File: config.mk
export PLATFORM = sky130hd
export DESIGN_NAME = aisel_top
export DESIGN_NICKNAME = d
export VERILOG_FILES = /design/src/rtl/aisel_pkg.sv /design/src/rtl/aisel_if.sv /design/src/rtl/aisel_vecgen.sv /design/src/rtl/aisel_top.sv
export SDC_FILE = /design/constraint.sdc
export NUM_CORES = 1
export LEC_CHECK = 0
export BUFFER_PORTS_ARGS = -buffer_cell sky130_fd_sc_hd__buf_2
export CORE_UTILIZATION = 48
export DETAILED_ROUTE_END_ITERATION = 10
export PLACE_DENSITY = 0.9
export SETUP_SLACK_MARGIN = 0.5
export SLEW_MARGIN = 25
export SYNTH_ARGS = -nofsm -noshare
export SYNTH_HDL_FRONTEND = slang
export SYNTH_HIERARCHICAL = 1
export SYNTH_SLANG_ARGS = --single-unit
File: constraint.sdc
create_clock -name SYS_CLK -period 2.9 [get_ports SYS_CLK]
set_clock_uncertainty 0.2 [all_clocks]
set_input_delay 0.145 -clock SYS_CLK [delete_from_list [all_inputs] [get_ports SYS_CLK]]
set_output_delay 0.145 -clock SYS_CLK [all_outputs]
set_load 0.01 [all_outputs]
File: src/rtl/aisel_pkg.sv
// constants and types for the card address and interrupt select block
package aisel_pkg;
  localparam int ADDR_W      = 6;
  localparam int BUS_W       = 16;
  localparam int SB_W        = 16;
  localparam int SB_SEL_W    = 4;
  localparam int VEC_GATES   = 4;
  localparam int GATE_SEL_W  = 4;
  localparam logic [ADDR_W-1:0] ADDR_DEFAULT = 6'h35;
  localparam logic [SB_SEL_W-1:0] SB_DEFAULT = 4'h0;
  typedef enum logic [1:0] {
    AISEL_IDLE    = 2'b00,
    AISEL_PENDING = 2'b01,
    AISEL_ACKED   = 2'b11
  } aisel_state_t;
endpackage

File: src/rtl/aisel_if.sv
// strap set shared between the top and the vector generator
`timescale 1ns/10ps
interface aisel_if;
  import aisel_pkg::*;
  logic [VEC_GATES-1:0]  gate_used;
  logic [GATE_SEL_W-1:0] gate_line [VEC_GATES];
  logic [BUS_W-1:0]      vector;
  modport top (output gate_used, output gate_line, input vector);
  modport gen (input gate_used, input gate_line, output vector);
endinterface

File: src/rtl/aisel_vecgen.sv
// interrupt vector generator: up to four strapped ones on the data bus
`timescale 1ns/10ps
module aisel_vecgen
  import aisel_pkg::*;
(
  aisel_if.gen straps
);
  always_comb begin
    straps.vector = '0;
    for (int g = 0; g < VEC_GATES; g++) begin
      if (straps.gate_used[g]) begin
        straps.vector[straps.gate_line[g]] = 1'b1;
      end
    end
  end
endmodule

File: src/rtl/aisel_top.sv
// card device select, status bit, vector and priority chain logic
`timescale 1ns/10ps
// Notes on behaviour
// separate destination and source address comparators
// each strapped bit must match its bus bit
// six-bit address against low six bus lines
// status on chosen line, same data index
// vector: at most four ones, others zero
// only the group's first address is driven
// processor stores counter at vector, resumes plus one
// shared status line, each card distinct vector
// slot daisy chain, leftmost highest priority
// pass grant only when granted and idle
module aisel_top
  import aisel_pkg::*;
#(
  parameter logic [ADDR_W-1:0] DEV_ADDR = ADDR_DEFAULT
)(
  input  wire logic                       SYS_CLK,
  input  wire logic                       RESET,
  input  wire logic [BUS_W-1:0]           DESTINATION_ADDRESS_BUS,
  input  wire logic [BUS_W-1:0]           SOURCE_ADDRESS_BUS,
  input  wire logic [SB_SEL_W-1:0]        STATUS_SELECT,
  input  wire logic [VEC_GATES-1:0]       VECTOR_GATE_USED,
  input  wire logic [VEC_GATES*GATE_SEL_W-1:0] VECTOR_GATE_LINE,
  input  wire logic                       IRQ_EVENT,
  input  wire logic                       IRQ_CLEAR,
  input  wire logic                       STATUS_READ,
  input  wire logic                       VECTOR_ACK,
  input  wire logic                       PRIORITY_CHAIN_IN,
  output logic                            PRIORITY_CHAIN_OUT,
  output logic                            DEST_SELECTED,
  output logic                            SOURCE_SELECTED,
  output logic                            IRQ_PENDING,
  output logic [SB_W-1:0]                 STATUS_BIT_LINES,
  output logic [BUS_W-1:0]                DATA_BUS_LINES,
  output logic                            DATA_BUS_OE_N
);
  aisel_if straps ();

  typedef enum logic [1:0] {
    AISEL_DRIVE_NONE   = 2'h0,
    AISEL_DRIVE_VECTOR = 2'h1,
    AISEL_DRIVE_STATUS = 2'h3
  } aisel_drive_t;

  aisel_state_t     state;
  aisel_state_t     next_state;
  aisel_drive_t     next_drive;
  logic             granted;
  logic             raise_req;
  logic             drop_req;
  logic             take_vector;
  logic             next_dest_sel;
  logic             next_src_sel;
  logic [SB_W-1:0]  next_status;
  logic [BUS_W-1:0] next_data;
  logic             next_oe_n;

  // per-bit strap compare on the low address lines
  function automatic logic addr_match(input logic [BUS_W-1:0] bus);
    logic [ADDR_W-1:0] bit_ok;
    bit_ok = '0;
    for (int b = 0; b < ADDR_W; b++) begin
      bit_ok[b] = (bus[b] == DEV_ADDR[b]);
    end
    addr_match = &bit_ok;
  endfunction

  // one-hot word, the chosen line carries the level
  function automatic logic [BUS_W-1:0] line_word(
    input logic [SB_SEL_W-1:0] idx,
    input logic                lvl
  );
    logic [BUS_W-1:0] word;
    word      = '0;
    word[idx] = lvl;
    line_word = word;
  endfunction

  // strap unpacking for the vector generator
  assign straps.gate_used = VECTOR_GATE_USED;
  for (genvar g = 0; g < VEC_GATES; g++) begin : g_lines
    assign straps.gate_line[g] =
      VECTOR_GATE_LINE[g*GATE_SEL_W +: GATE_SEL_W];
  end

  aisel_vecgen u_vecgen (
    .straps (straps.gen)
  );

  // address comparators, one per bus
  assign next_dest_sel = addr_match(DESTINATION_ADDRESS_BUS);
  assign next_src_sel  = addr_match(SOURCE_ADDRESS_BUS);

  always_ff @(posedge SYS_CLK) begin
    if (RESET) begin
      DEST_SELECTED <= 1'b0;
    end else begin
      DEST_SELECTED <= next_dest_sel;
    end
  end

  always_ff @(posedge SYS_CLK) begin
    if (RESET) begin
      SOURCE_SELECTED <= 1'b0;
    end else begin
      SOURCE_SELECTED <= next_src_sel;
    end
  end

  // request events
  assign granted     = PRIORITY_CHAIN_IN;
  assign raise_req   = IRQ_EVENT;
  assign drop_req    = IRQ_CLEAR && !IRQ_EVENT;
  assign take_vector = VECTOR_ACK && granted && IRQ_PENDING;

  // request state: a new event wins over clear and ack
  always_comb begin
    next_state = state;
    unique case (state)
      AISEL_IDLE: begin
        if (raise_req) begin
          next_state = AISEL_PENDING;
        end
      end
      AISEL_PENDING: begin
        if (raise_req) begin
          next_state = AISEL_PENDING;
        end else if (take_vector) begin
          next_state = AISEL_ACKED;
        end else if (drop_req) begin
          next_state = AISEL_IDLE;
        end
      end
      AISEL_ACKED: begin
        if (raise_req) begin
          next_state = AISEL_PENDING;
        end else if (drop_req) begin
          next_state = AISEL_IDLE;
        end
      end
      default: begin
        next_state = AISEL_IDLE;
      end
    endcase
  end

  // request register
  always_ff @(posedge SYS_CLK) begin
    if (RESET) begin
      state <= AISEL_IDLE;
    end else begin
      state <= next_state;
    end
  end

  assign IRQ_PENDING = (state == AISEL_PENDING);

  // chain passes only an idle grant
  assign PRIORITY_CHAIN_OUT = PRIORITY_CHAIN_IN && !IRQ_PENDING;

  // data bus source: vector outranks status read
  always_comb begin
    next_drive = AISEL_DRIVE_NONE;
    if (take_vector) begin
      next_drive = AISEL_DRIVE_VECTOR;
    end else if (STATUS_READ) begin
      next_drive = AISEL_DRIVE_STATUS;
    end
  end

  // drive word and enable for the next cycle
  always_comb begin
    next_data = '0;
    next_oe_n = 1'b1;
    unique case (next_drive)
      AISEL_DRIVE_NONE: begin
        next_data = '0;
        next_oe_n = 1'b1;
      end
      AISEL_DRIVE_VECTOR: begin
        next_data = straps.vector;
        next_oe_n = 1'b0;
      end
      AISEL_DRIVE_STATUS: begin
        next_data = line_word(STATUS_SELECT, IRQ_PENDING);
        next_oe_n = 1'b0;
      end
      default: begin
        next_data = '0;
        next_oe_n = 1'b1;
      end
    endcase
  end

  assign next_status = line_word(STATUS_SELECT, IRQ_PENDING);

  // status lines and data bus registers
  always_ff @(posedge SYS_CLK) begin
    if (RESET) begin
      STATUS_BIT_LINES <= '0;
    end else begin
      STATUS_BIT_LINES <= next_status;
    end
  end

  always_ff @(posedge SYS_CLK) begin
    if (RESET) begin
      DATA_BUS_LINES <= '0;
    end else begin
      DATA_BUS_LINES <= next_data;
    end
  end

  always_ff @(posedge SYS_CLK) begin
    if (RESET) begin
      DATA_BUS_OE_N <= 1'b1;
    end else begin
      DATA_BUS_OE_N <= next_oe_n;
    end
  end
endmodule

### Word-level counts from Yosys, hierarchy flattened

Cells that the tools add are included.

| storage, ports and cells | value |
|---|---|
| logic and storage cells | 68 |
| input port bits | 63 |
| register bits | 37 |
| bits in writable memories | 0 |
| memories | 0 |
| latch bits | 0 |
| bits in read-only memories | 0 |

| operators by class | value |
|---|---|
| add/sub/neg operators | 0 |
| div/mod/pow operators | 0 |
| reduce and logical (&&, ||, !) cells | 15 |
| equal/unequal tests | 5 |
| shifts and indexed selects | 0 |
| multiply operators | 0 |
| bitwise gates (word level) | 8 |
| magnitude comparators | 10 |
| muxes and demuxes | 24 |

Operators by type and width:

| cell | number |
|---|---|
| 2-to-1 mux 16 bit | 4 |
| OR 16 bit | 3 |
| case mux 16 bit (2 select lines) | 1 |
| < comparator 4 x 5 -> 1 bit (second input constant) | 5 |
| demux 1 bit (select 4 bit) | 5 |
| >= comparator 4 x 1 -> 1 bit (second input constant) | 5 |
| bitwise AND 16 bit | 1 |
| 2-to-1 mux 2 bit | 7 |
| AND reduction 6 bit | 2 |
| logical AND 1 bit | 9 |
| 2-to-1 mux 1 bit | 6 |
| case mux 2 bit (3 select lines) | 1 |
| == test 2 x 1 -> 1 bit (second input constant) | 2 |
| == test 2 bit (second input constant) | 2 |
| inverter 1 bit | 4 |
| zero test 1 bit | 2 |
| zero test 2 bit | 1 |
| inequality test 2 bit (second input constant) | 1 |
| OR reduction 2 bit | 1 |

### Longest topological paths before layout

Gate-level depths: netlist of run 1.

| logic depth | value |
|---|---|
| depth in word-level cells | 12 |
| gate-level depth with buffers | 6 |
| mapped depth without buffers | 5 |

### Cells and area by module

Netlist of run 1, hierarchy kept.

Modules (own cells, without submodules):

| module | area each (um2) | cells an instance | instances | seq. area each (um2) |
|---|---|---|---|---|
| aisel_top | 1311.3 | 132 | 1 | 740.7 |
| aisel_vecgen | 509.2 | 72 | 1 | 0.0 |

### Worst setup path before layout of run 1

OpenSTA, ideal clock, no wires.

| path | value |
|---|---|
| path type | register to output |
| start | register state[0] |
| end | output PRIORITY_CHAIN_OUT |
| data arrival time | 1.000 ns |
| cell stages (with the launch flop) | 4 |
| path slack | 1.555 ns |
| required time | 2.555 ns |
| buffers on the path | 1 |
| path through | dfxtp_1 > buf_4 > nor2b_1 > and2b_1 |

| on the way | value |
|---|---|
| word-level cells in the longest chain between the ends | 3 |

Ends and longest elaborated chain:

| item | RTL line | RTL |
|---|---|---|
| start, declared | aisel_top.sv:47 | `aisel_state_t state;` |
| start signal, assigned | aisel_top.sv:154 | `state <= next_state;` |
| == test 2 x 1 -> 1 bit | aisel_top.sv:158 | `assign IRQ_PENDING = (state == AISEL_PENDING);` |
| via IRQ_PENDING | aisel_top.sv:34 | `output logic IRQ_PENDING,` |
| zero test 1 bit | aisel_top.sv:161 | `assign PRIORITY_CHAIN_OUT = PRIORITY_CHAIN_IN && !IRQ_PENDING;` |
| logical AND 1 bit | aisel_top.sv:161 |  |
| end, declared | aisel_top.sv:31 | `output logic PRIORITY_CHAIN_OUT,` |

The timed path passes the listed nets, and every way through them passes these cells.

### Worst setup path in the final report of run 1

| path | value |
|---|---|
| start | register state[0] |
| end | output PRIORITY_CHAIN_OUT |

| on the way | value |
|---|---|
| word-level cells in the longest chain between the ends | 3 |

Ends and longest elaborated chain:

| item | RTL line |
|---|---|
| == test 2 x 1 -> 1 bit | aisel_top.sv:158 |
| zero test 1 bit | aisel_top.sv:161 |
| logical AND 1 bit | aisel_top.sv:161 |

Every way passes these cells.

==> reports/results.txt, run 1 <==
slowest stage delay, CP -> 0.47 ns
die width -> 63.59 µm
Yosys top cell area share -> 40.69%
CP endpoint -> PRIORITY_CHAIN_OUT
fin area -> 2395 µm²
mapped cell area -> 1820 µm²
Netlist cell types -> 42
non-filler instance count after layout -> 341
Die ar. -> 4043 µm²
FF-to-FF path depth -> 3
fin nets -> 355
max-cap viol count -> 0
pre-CTS WS -> 1.275 ns
Fmax -> 0.5563 GHz
final core utilization -> 65.41%
GRT Util Overall -> 24.38%
CTS tree -> done
crit path max fanout -> 9
main area contributors after synthesis -> dfxtp_1, nand3b_1, nor2_1, o221ai_1, a221o_1
CP Class -> register to output port
sequential-to-total area share from yosys stat -> 40.69%
Crit. Startpoint -> state[0]
Static Leakage -> 1.044 nW
Post-Place Cell Area -> 2238 µm²
Port Buffers -> 79
Yosys top cell by area -> dfxtp_1
aggregate routed wire length -> 4.710 mm
largest net degree at the start of global routing -> 28
commonest non-fill, non-tap cell in the layout -> buf_2
total grt overflow -> 0
CP cell instances -> nor2b_1 > and2b_1 > buf_2
Slew Limit Fails -> 0
CP startpoint kind -> register
Post-Syn Instances -> 204
htree depth -> 2
routed length on met2 -> 2.202 mm
via count -> 1908
worst-margin pin slew -> 0.5883 ns
VDD IR-drop max -> 0.1837 mV
Placed Cells -> 326
Setup TNS Final -> 0 ns
initial core utilization -> 49.73%
CTS sink cnt -> 37
CP Data Required Time -> 2.56 ns
routed len/inst -> 13.81 µm
clk slew on worst S/H paths -> 0.07 ns
CP max-delay cell -> dfxtp_1
Final Hold Viols -> 0
# DRC -> 0
Power per Cell Area -> 418.9 nW/µm²
Max Used Layer -> met4
1st-iter DRT viols -> 142
Max Root-Sink Buffers -> 2
ys flop type -> dfxtp_1
initial antenna violation count -> 0
share of cells above drive strength 1 -> 32.76%
DRT antenna net count -> 0
min cycle time layout -> 1.798 ns
post-CTS setup buffer count -> 0
worst hold path type -> primary input to register
io pins -> 100
Final WS setup -> 1.102 ns
DR vias/cell -> 5.595
post-route clock period utilization -> 61.99%
Worst R2R Setup Slack -> 1.26 ns
M1 WL -> 2.057 mm
Post-synth EDFFs -> 0
R2R Path End -> DATA_BUS_LINES[10]
vias in the first global route -> 1669
outcome -> completed
commonest cells after routing, fill and taps aside -> buf_2, dfxtp_1, nor2_1
ANT cells -> 0
Die H -> 63.59 µm
#FFs+latches synth -> 37
ys async rst share -> 0%
Core Area -> 3661 µm²
crit path capture type -> output port
r2r startpoint -> state[0]
YS warnings -> 6
GP Congestion -> 0.9238
FP Rows -> 22
Post-DP HPWL -> 3.630 mm
WP data arrival -> 1.45 ns
Avg Inst Size Synth -> 8.924 µm²
Root Buffer -> clkbuf_8
PostCTS Resize Cnt -> 0
RSZ-0062 raised after global routing -> no
Relative slew margins -> 60.75%
drt first pass iters -> 4
syn_nets -> 267
final setup vio count -> 0
WL met3 -> 293 µm
Skew-Pair Late Insertion Delay -> 0.29 ns
first-pass GRT wire length -> 7.631 mm
P&R area growth vs syn -> 31.55%
cts bufs inserted -> 5
## worst max-delay path, delay by kind of cell (launching register included)
family / cells / cell delay, ns
and+or+nand+nor: 2 / 0.56
buffers and inverters: 1 / 0.13
DFF: 1 / 0.47
## kinds of logic after synthesis
kind of cell | share of synthesized area [%]
simple gates | 35.81
compound gates | 20.41
flops | 40.69
buf+inv | 3.093
## cells in the mapped netlist (all sizes together) (5+ instances only)
| cell type | instances |
|---|---|
| nand3 | 5 |
| o22ai | 5 |
| a22oi | 7 |
| nand2b | 6 |
| o21ai | 13 |
| nand2 | 15 |
| nor2b | 5 |
| nor2 | 24 |
| a221o | 6 |
| inv | 5 |
| nand3b | 20 |
| o221ai | 10 |
| a21oi | 5 |
| dfxtp | 37 |
## how the worst min path moves through the flow
stage,from,endpoint,cells past startpoint
after global placement,STATUS_READ,DATA_BUS_OE_N,2
after global routing,STATUS_SELECT[2],STATUS_BIT_LINES[5],3
after detailed placement,STATUS_READ,DATA_BUS_OE_N,2
after floorplan,STATUS_READ,DATA_BUS_OE_N,1
after CTS,STATUS_SELECT[2],STATUS_BIT_LINES[5],3
final,STATUS_SELECT[2],STATUS_BIT_LINES[5],3
## power breakdown
group | switching (mW) | internal, mW | total, mW
combinational | 0.0816 | 0.0658 | 0.147
clock | 0.174 | 0.166 | 0.340
sequential | 0.00313 | 0.513 | 0.516
total | 0.259 | 0.744 | 1.00
## per-stage QoR
| stage | power [mW] | hold slack (ns) |
|---|---|---|
| after global placement | 0.6624 | 0.1881 |
| final | 1.003 | 0.02477 |
| after global routing | 1.048 | 0.05771 |
| after CTS | 1.005 | 0.01747 |
| after detailed placement | 0.6664 | 0.1845 |
| after floorplan | 0.6042 | 0.04646 |
## routing by layer
| metal | global-route usage (%) | up-vias |
|---|---|---|
| met5 | 0 | - |
| met2 | 39.49 | 91 |
| li1 | - | 952 |
| met1 | 30.66 | 851 |
| met3 | 4.710 | 14 |
| met4 | 11.93 | 0 |
## area by class of cell
class	instances	area, µm²
fillers	287	1266
multi-input cells	157	1023
flip-flops and latches	37	740.7
repair buffers	86	465.4
clock buffers	5	68.82
well taps	48	60.06
inverters	5	18.77
clock inverters	3	17.52
## state kept, by name, summed over array words and instances (netlist names)
signal and flops:
DATA_BUS_LINES 16, STATUS_BIT_LINES 16, state 2, DATA_BUS_OE_N 1, DEST_SELECTED 1, SOURCE_SELECTED 1
## repair_timing
action,4_1_cts,5_1_grt
endpoints found under the hold margin,5,0
hold buffers,7,0
setup endpoints to repair,0,0
(Power assumes the default switching activity.)
==> run 2: changes to the inputs <==
- CORE_UTILIZATION: 48 -> 40
- PLACE_DENSITY: 0.9 -> 0.81
- clock period: 2.9 -> 1.5 ns (I/O delays scaled with it)
==> run 2 against run 1 <==
  * The run now ends with negative hold slack left
  * Final area increased by 12%
  * Critical endpoint unchanged
  * Hold slack got worse by 0.12 ns
  * Clock power increased by 94%
  * Routed wire length increased by 13%
  * Combinational power increased by 130%
  * Sequential power increased by 93%
  * Via count increased by 3.2%
  * Die area increased by 19%
  * First-iteration DRC count decreased by 42%
  * Register-to-register slack got worse by 1.1 ns
  * Largest cell class unchanged
==> reports/results.txt, run 2 (synthesis results as in run 1) <==
outcome -> complete, but fails checks
failing checks -> negative hold slack
initial core utilization -> 41.81% (-7.9 points)
worst-margin pin slew -> 0.4270 ns (-0.1613 ns)
max-cap viol count -> 0 (unchanged)
Core Area -> 4354 µm² (+19%)
GRT met3 Usage -> 3.924% (-0.79 points)
routed len/inst -> 14.98 µm (+8.5%)
Relative slew margins -> 71.13% (+10 points)
Die ar. -> 4825 µm² (+19%)
P&R area growth vs syn -> 47.97%
largest net degree at the start of global routing -> 20 (-29%)
GR peak layer -> met2
FP Rows -> 24 (+9.1%)
slowest stage delay, CP -> 0.38 ns (-0.09 ns)
total grt overflow -> 0 (unchanged)
DRT antenna net count -> 0 (unchanged)
CTS sink cnt -> 37 (unchanged)
cts bufs inserted -> 5 (unchanged)
first-pass GRT wire length -> 7.955 mm (+4.2%)
Slew Limit Fails -> 0 (unchanged)
ANT cells -> 0 (unchanged)
Top delay family on crit path -> flip-flops
Skew-Pair Late Insertion Delay -> 0.29 ns (about the same)
CP cell instances -> nor2b_4 > and2b_1 > buf_2
CP startpoint kind -> register
CP Data Required Time -> 1.22 ns (-1.34 ns)
post-route clock period utilization -> 96.56%
Max Root-Sink Buffers -> 2 (unchanged)
Fmax -> 0.6904 GHz
Root Buffer -> clkbuf_8
drt first pass iters -> 4 (unchanged)
crit path max fanout -> 6 (-3)
Post-DP HPWL -> 3.667 mm (+1.0%)
Top Registers -> DATA_BUS_LINES (16), STATUS_BIT_LINES (16), state (2)
VDD IR-drop max -> 0.3384 mV (+84%)
share of cells above drive strength 1 -> 44.55% (+12 points)
commonest cells after routing, fill and taps aside -> buf_2, nor2_1, nand3b_1
CTS Hold Bufs -> 9 (+2)
Final Hold Viols -> 18 (+18)
commonest non-fill, non-tap cell in the layout -> buf_2
Die H -> 69.46 µm (+9.2%)
Static Leakage -> 1.142 nW (+9.3%)
die width -> 69.46 µm (+9.2%)
RSZ-0062 raised after global routing -> yes
CP Class -> register to output port
io pins -> 100 (unchanged)
CP max-delay cell -> dfxtp_4
crit path capture type -> output port
min cycle time layout -> 1.448 ns
met2 GRT Util -> 35.49% (-4.0 points)
final setup vio count -> 0 (unchanged)
Power per Cell Area -> 740.2 nW/µm² (+77%)
via count -> 1969 (+3.2%)
Port Buffers -> 79 (unchanged)
WP buf/inv -> 1 (unchanged)
# DRC -> 0 (unchanged)
fin nets -> 365 (+2.8%)
WP data arrival -> 1.17 ns (-0.28 ns)
worst hold path type -> primary input to register
met1 GRT Util -> 25.48% (-5.2 points)
GP Congestion -> 0.8344 (-9.7%)
final core utilization -> 61.87% (-3.5 points)
DR vias/cell -> 5.546 (-0.87%)
Setup TNS Final -> 0 ns (unchanged)
GRT Util Overall -> 20.61% (-3.8 points)
initial antenna violation count -> 0 (unchanged)
hold slack -> -0.09543 ns (-0.1202 ns)
clk slew on worst S/H paths -> 0.07 ns (about the same)
1st-iter DRT viols -> 82 (-42%)
CTS tree -> done
htree depth -> 2 (unchanged)
vias in the first global route -> 1769 (+6.0%)
aggregate routed wire length -> 5.319 mm (+13%)
-- run 2: cell count changes in the layout (fill, tap and decap cells not counted), moves of 7 or more --
cell,previous run,this run
buf_6,0,19
dfxtp_1,37,18
o21ai_1,2,9
dfxtp_2,0,17
buf_2,79,61
o21ai_0,11,2
-- run 2: stage by stage --
step | hold slack (ns) | setup slack, ns | instances | cell area (µm²) | total power [mW]
global route | -0.06617 | 0.009365 | 355 | 2694 | 2.084
finish | -0.09543 | 0.05157 | 355 | 2694 | 1.994
CTS | -0.08280 | 0.1281 | 354 | 2549 | 1.966
floorplan | -0.02354 | 0.2403 | 204 | 1834 | 1.171
global placement | 0.1024 | 0.06697 | 335 | 2303 | 1.297
detailed placement | 0.1020 | 0.02090 | 335 | 2303 | 1.300
-- run 2: where the power goes --
part           internal [mW]  switching (mW)
sequential             0.990         0.00703
combinational          0.160           0.175
clock                  0.320           0.341
total                   1.47           0.523
-- run 2: cell type report --
cell class	instances	area, µm²
multi-input cells	157	1080
clock inverters	3	17.52
well taps	52	65.06
flip-flops and latches	37	769.5
repair buffers	96	674.4
clock buffers	5	68.82
inverters	5	18.77
fillers	356	1660
-- run 2: tightest hold or removal path: stages --
cell and delay, ns:
buf_2 0.11, nor3b_2 0.04, nor3_1 0.11
-- run 2: final timing paths --
path                                           end  slack [ns]      start  cells after the start
worst max-delay path            PRIORITY_CHAIN_OUT        0.05   state[0]                      3
worst min-delay path                      state[0]        -0.1  IRQ_EVENT                      3
worst max register to register   DATA_BUS_LINES[0]        0.15   state[0]                      4
worst min register to register            state[1]        0.34   state[0]                      1
-- run 2: repair_timing --
| item | in CTS | in global routing |
|---|---|---|
| resized for setup | 17 | 35 |
| pin swaps | 7 | 2 |
| setup endpoints to repair | 46 | 68 |
| buffers inserted | 2 | 1 |
| hold endpoints to repair | 24 | 11 |
-- run 2: metal layers --
| metal | up-vias | wire length (µm) | part of all wire (%) |
|---|---|---|---|
| li1 | 969 | - | - |
| met4 | 0 | 122 | 2.3 |
| met5 | - | 0 | 0 |
| met2 | 84 | 2651 | 50 |
| met1 | 903 | 2200 | 41 |
| met3 | 13 | 344 | 6.5 |
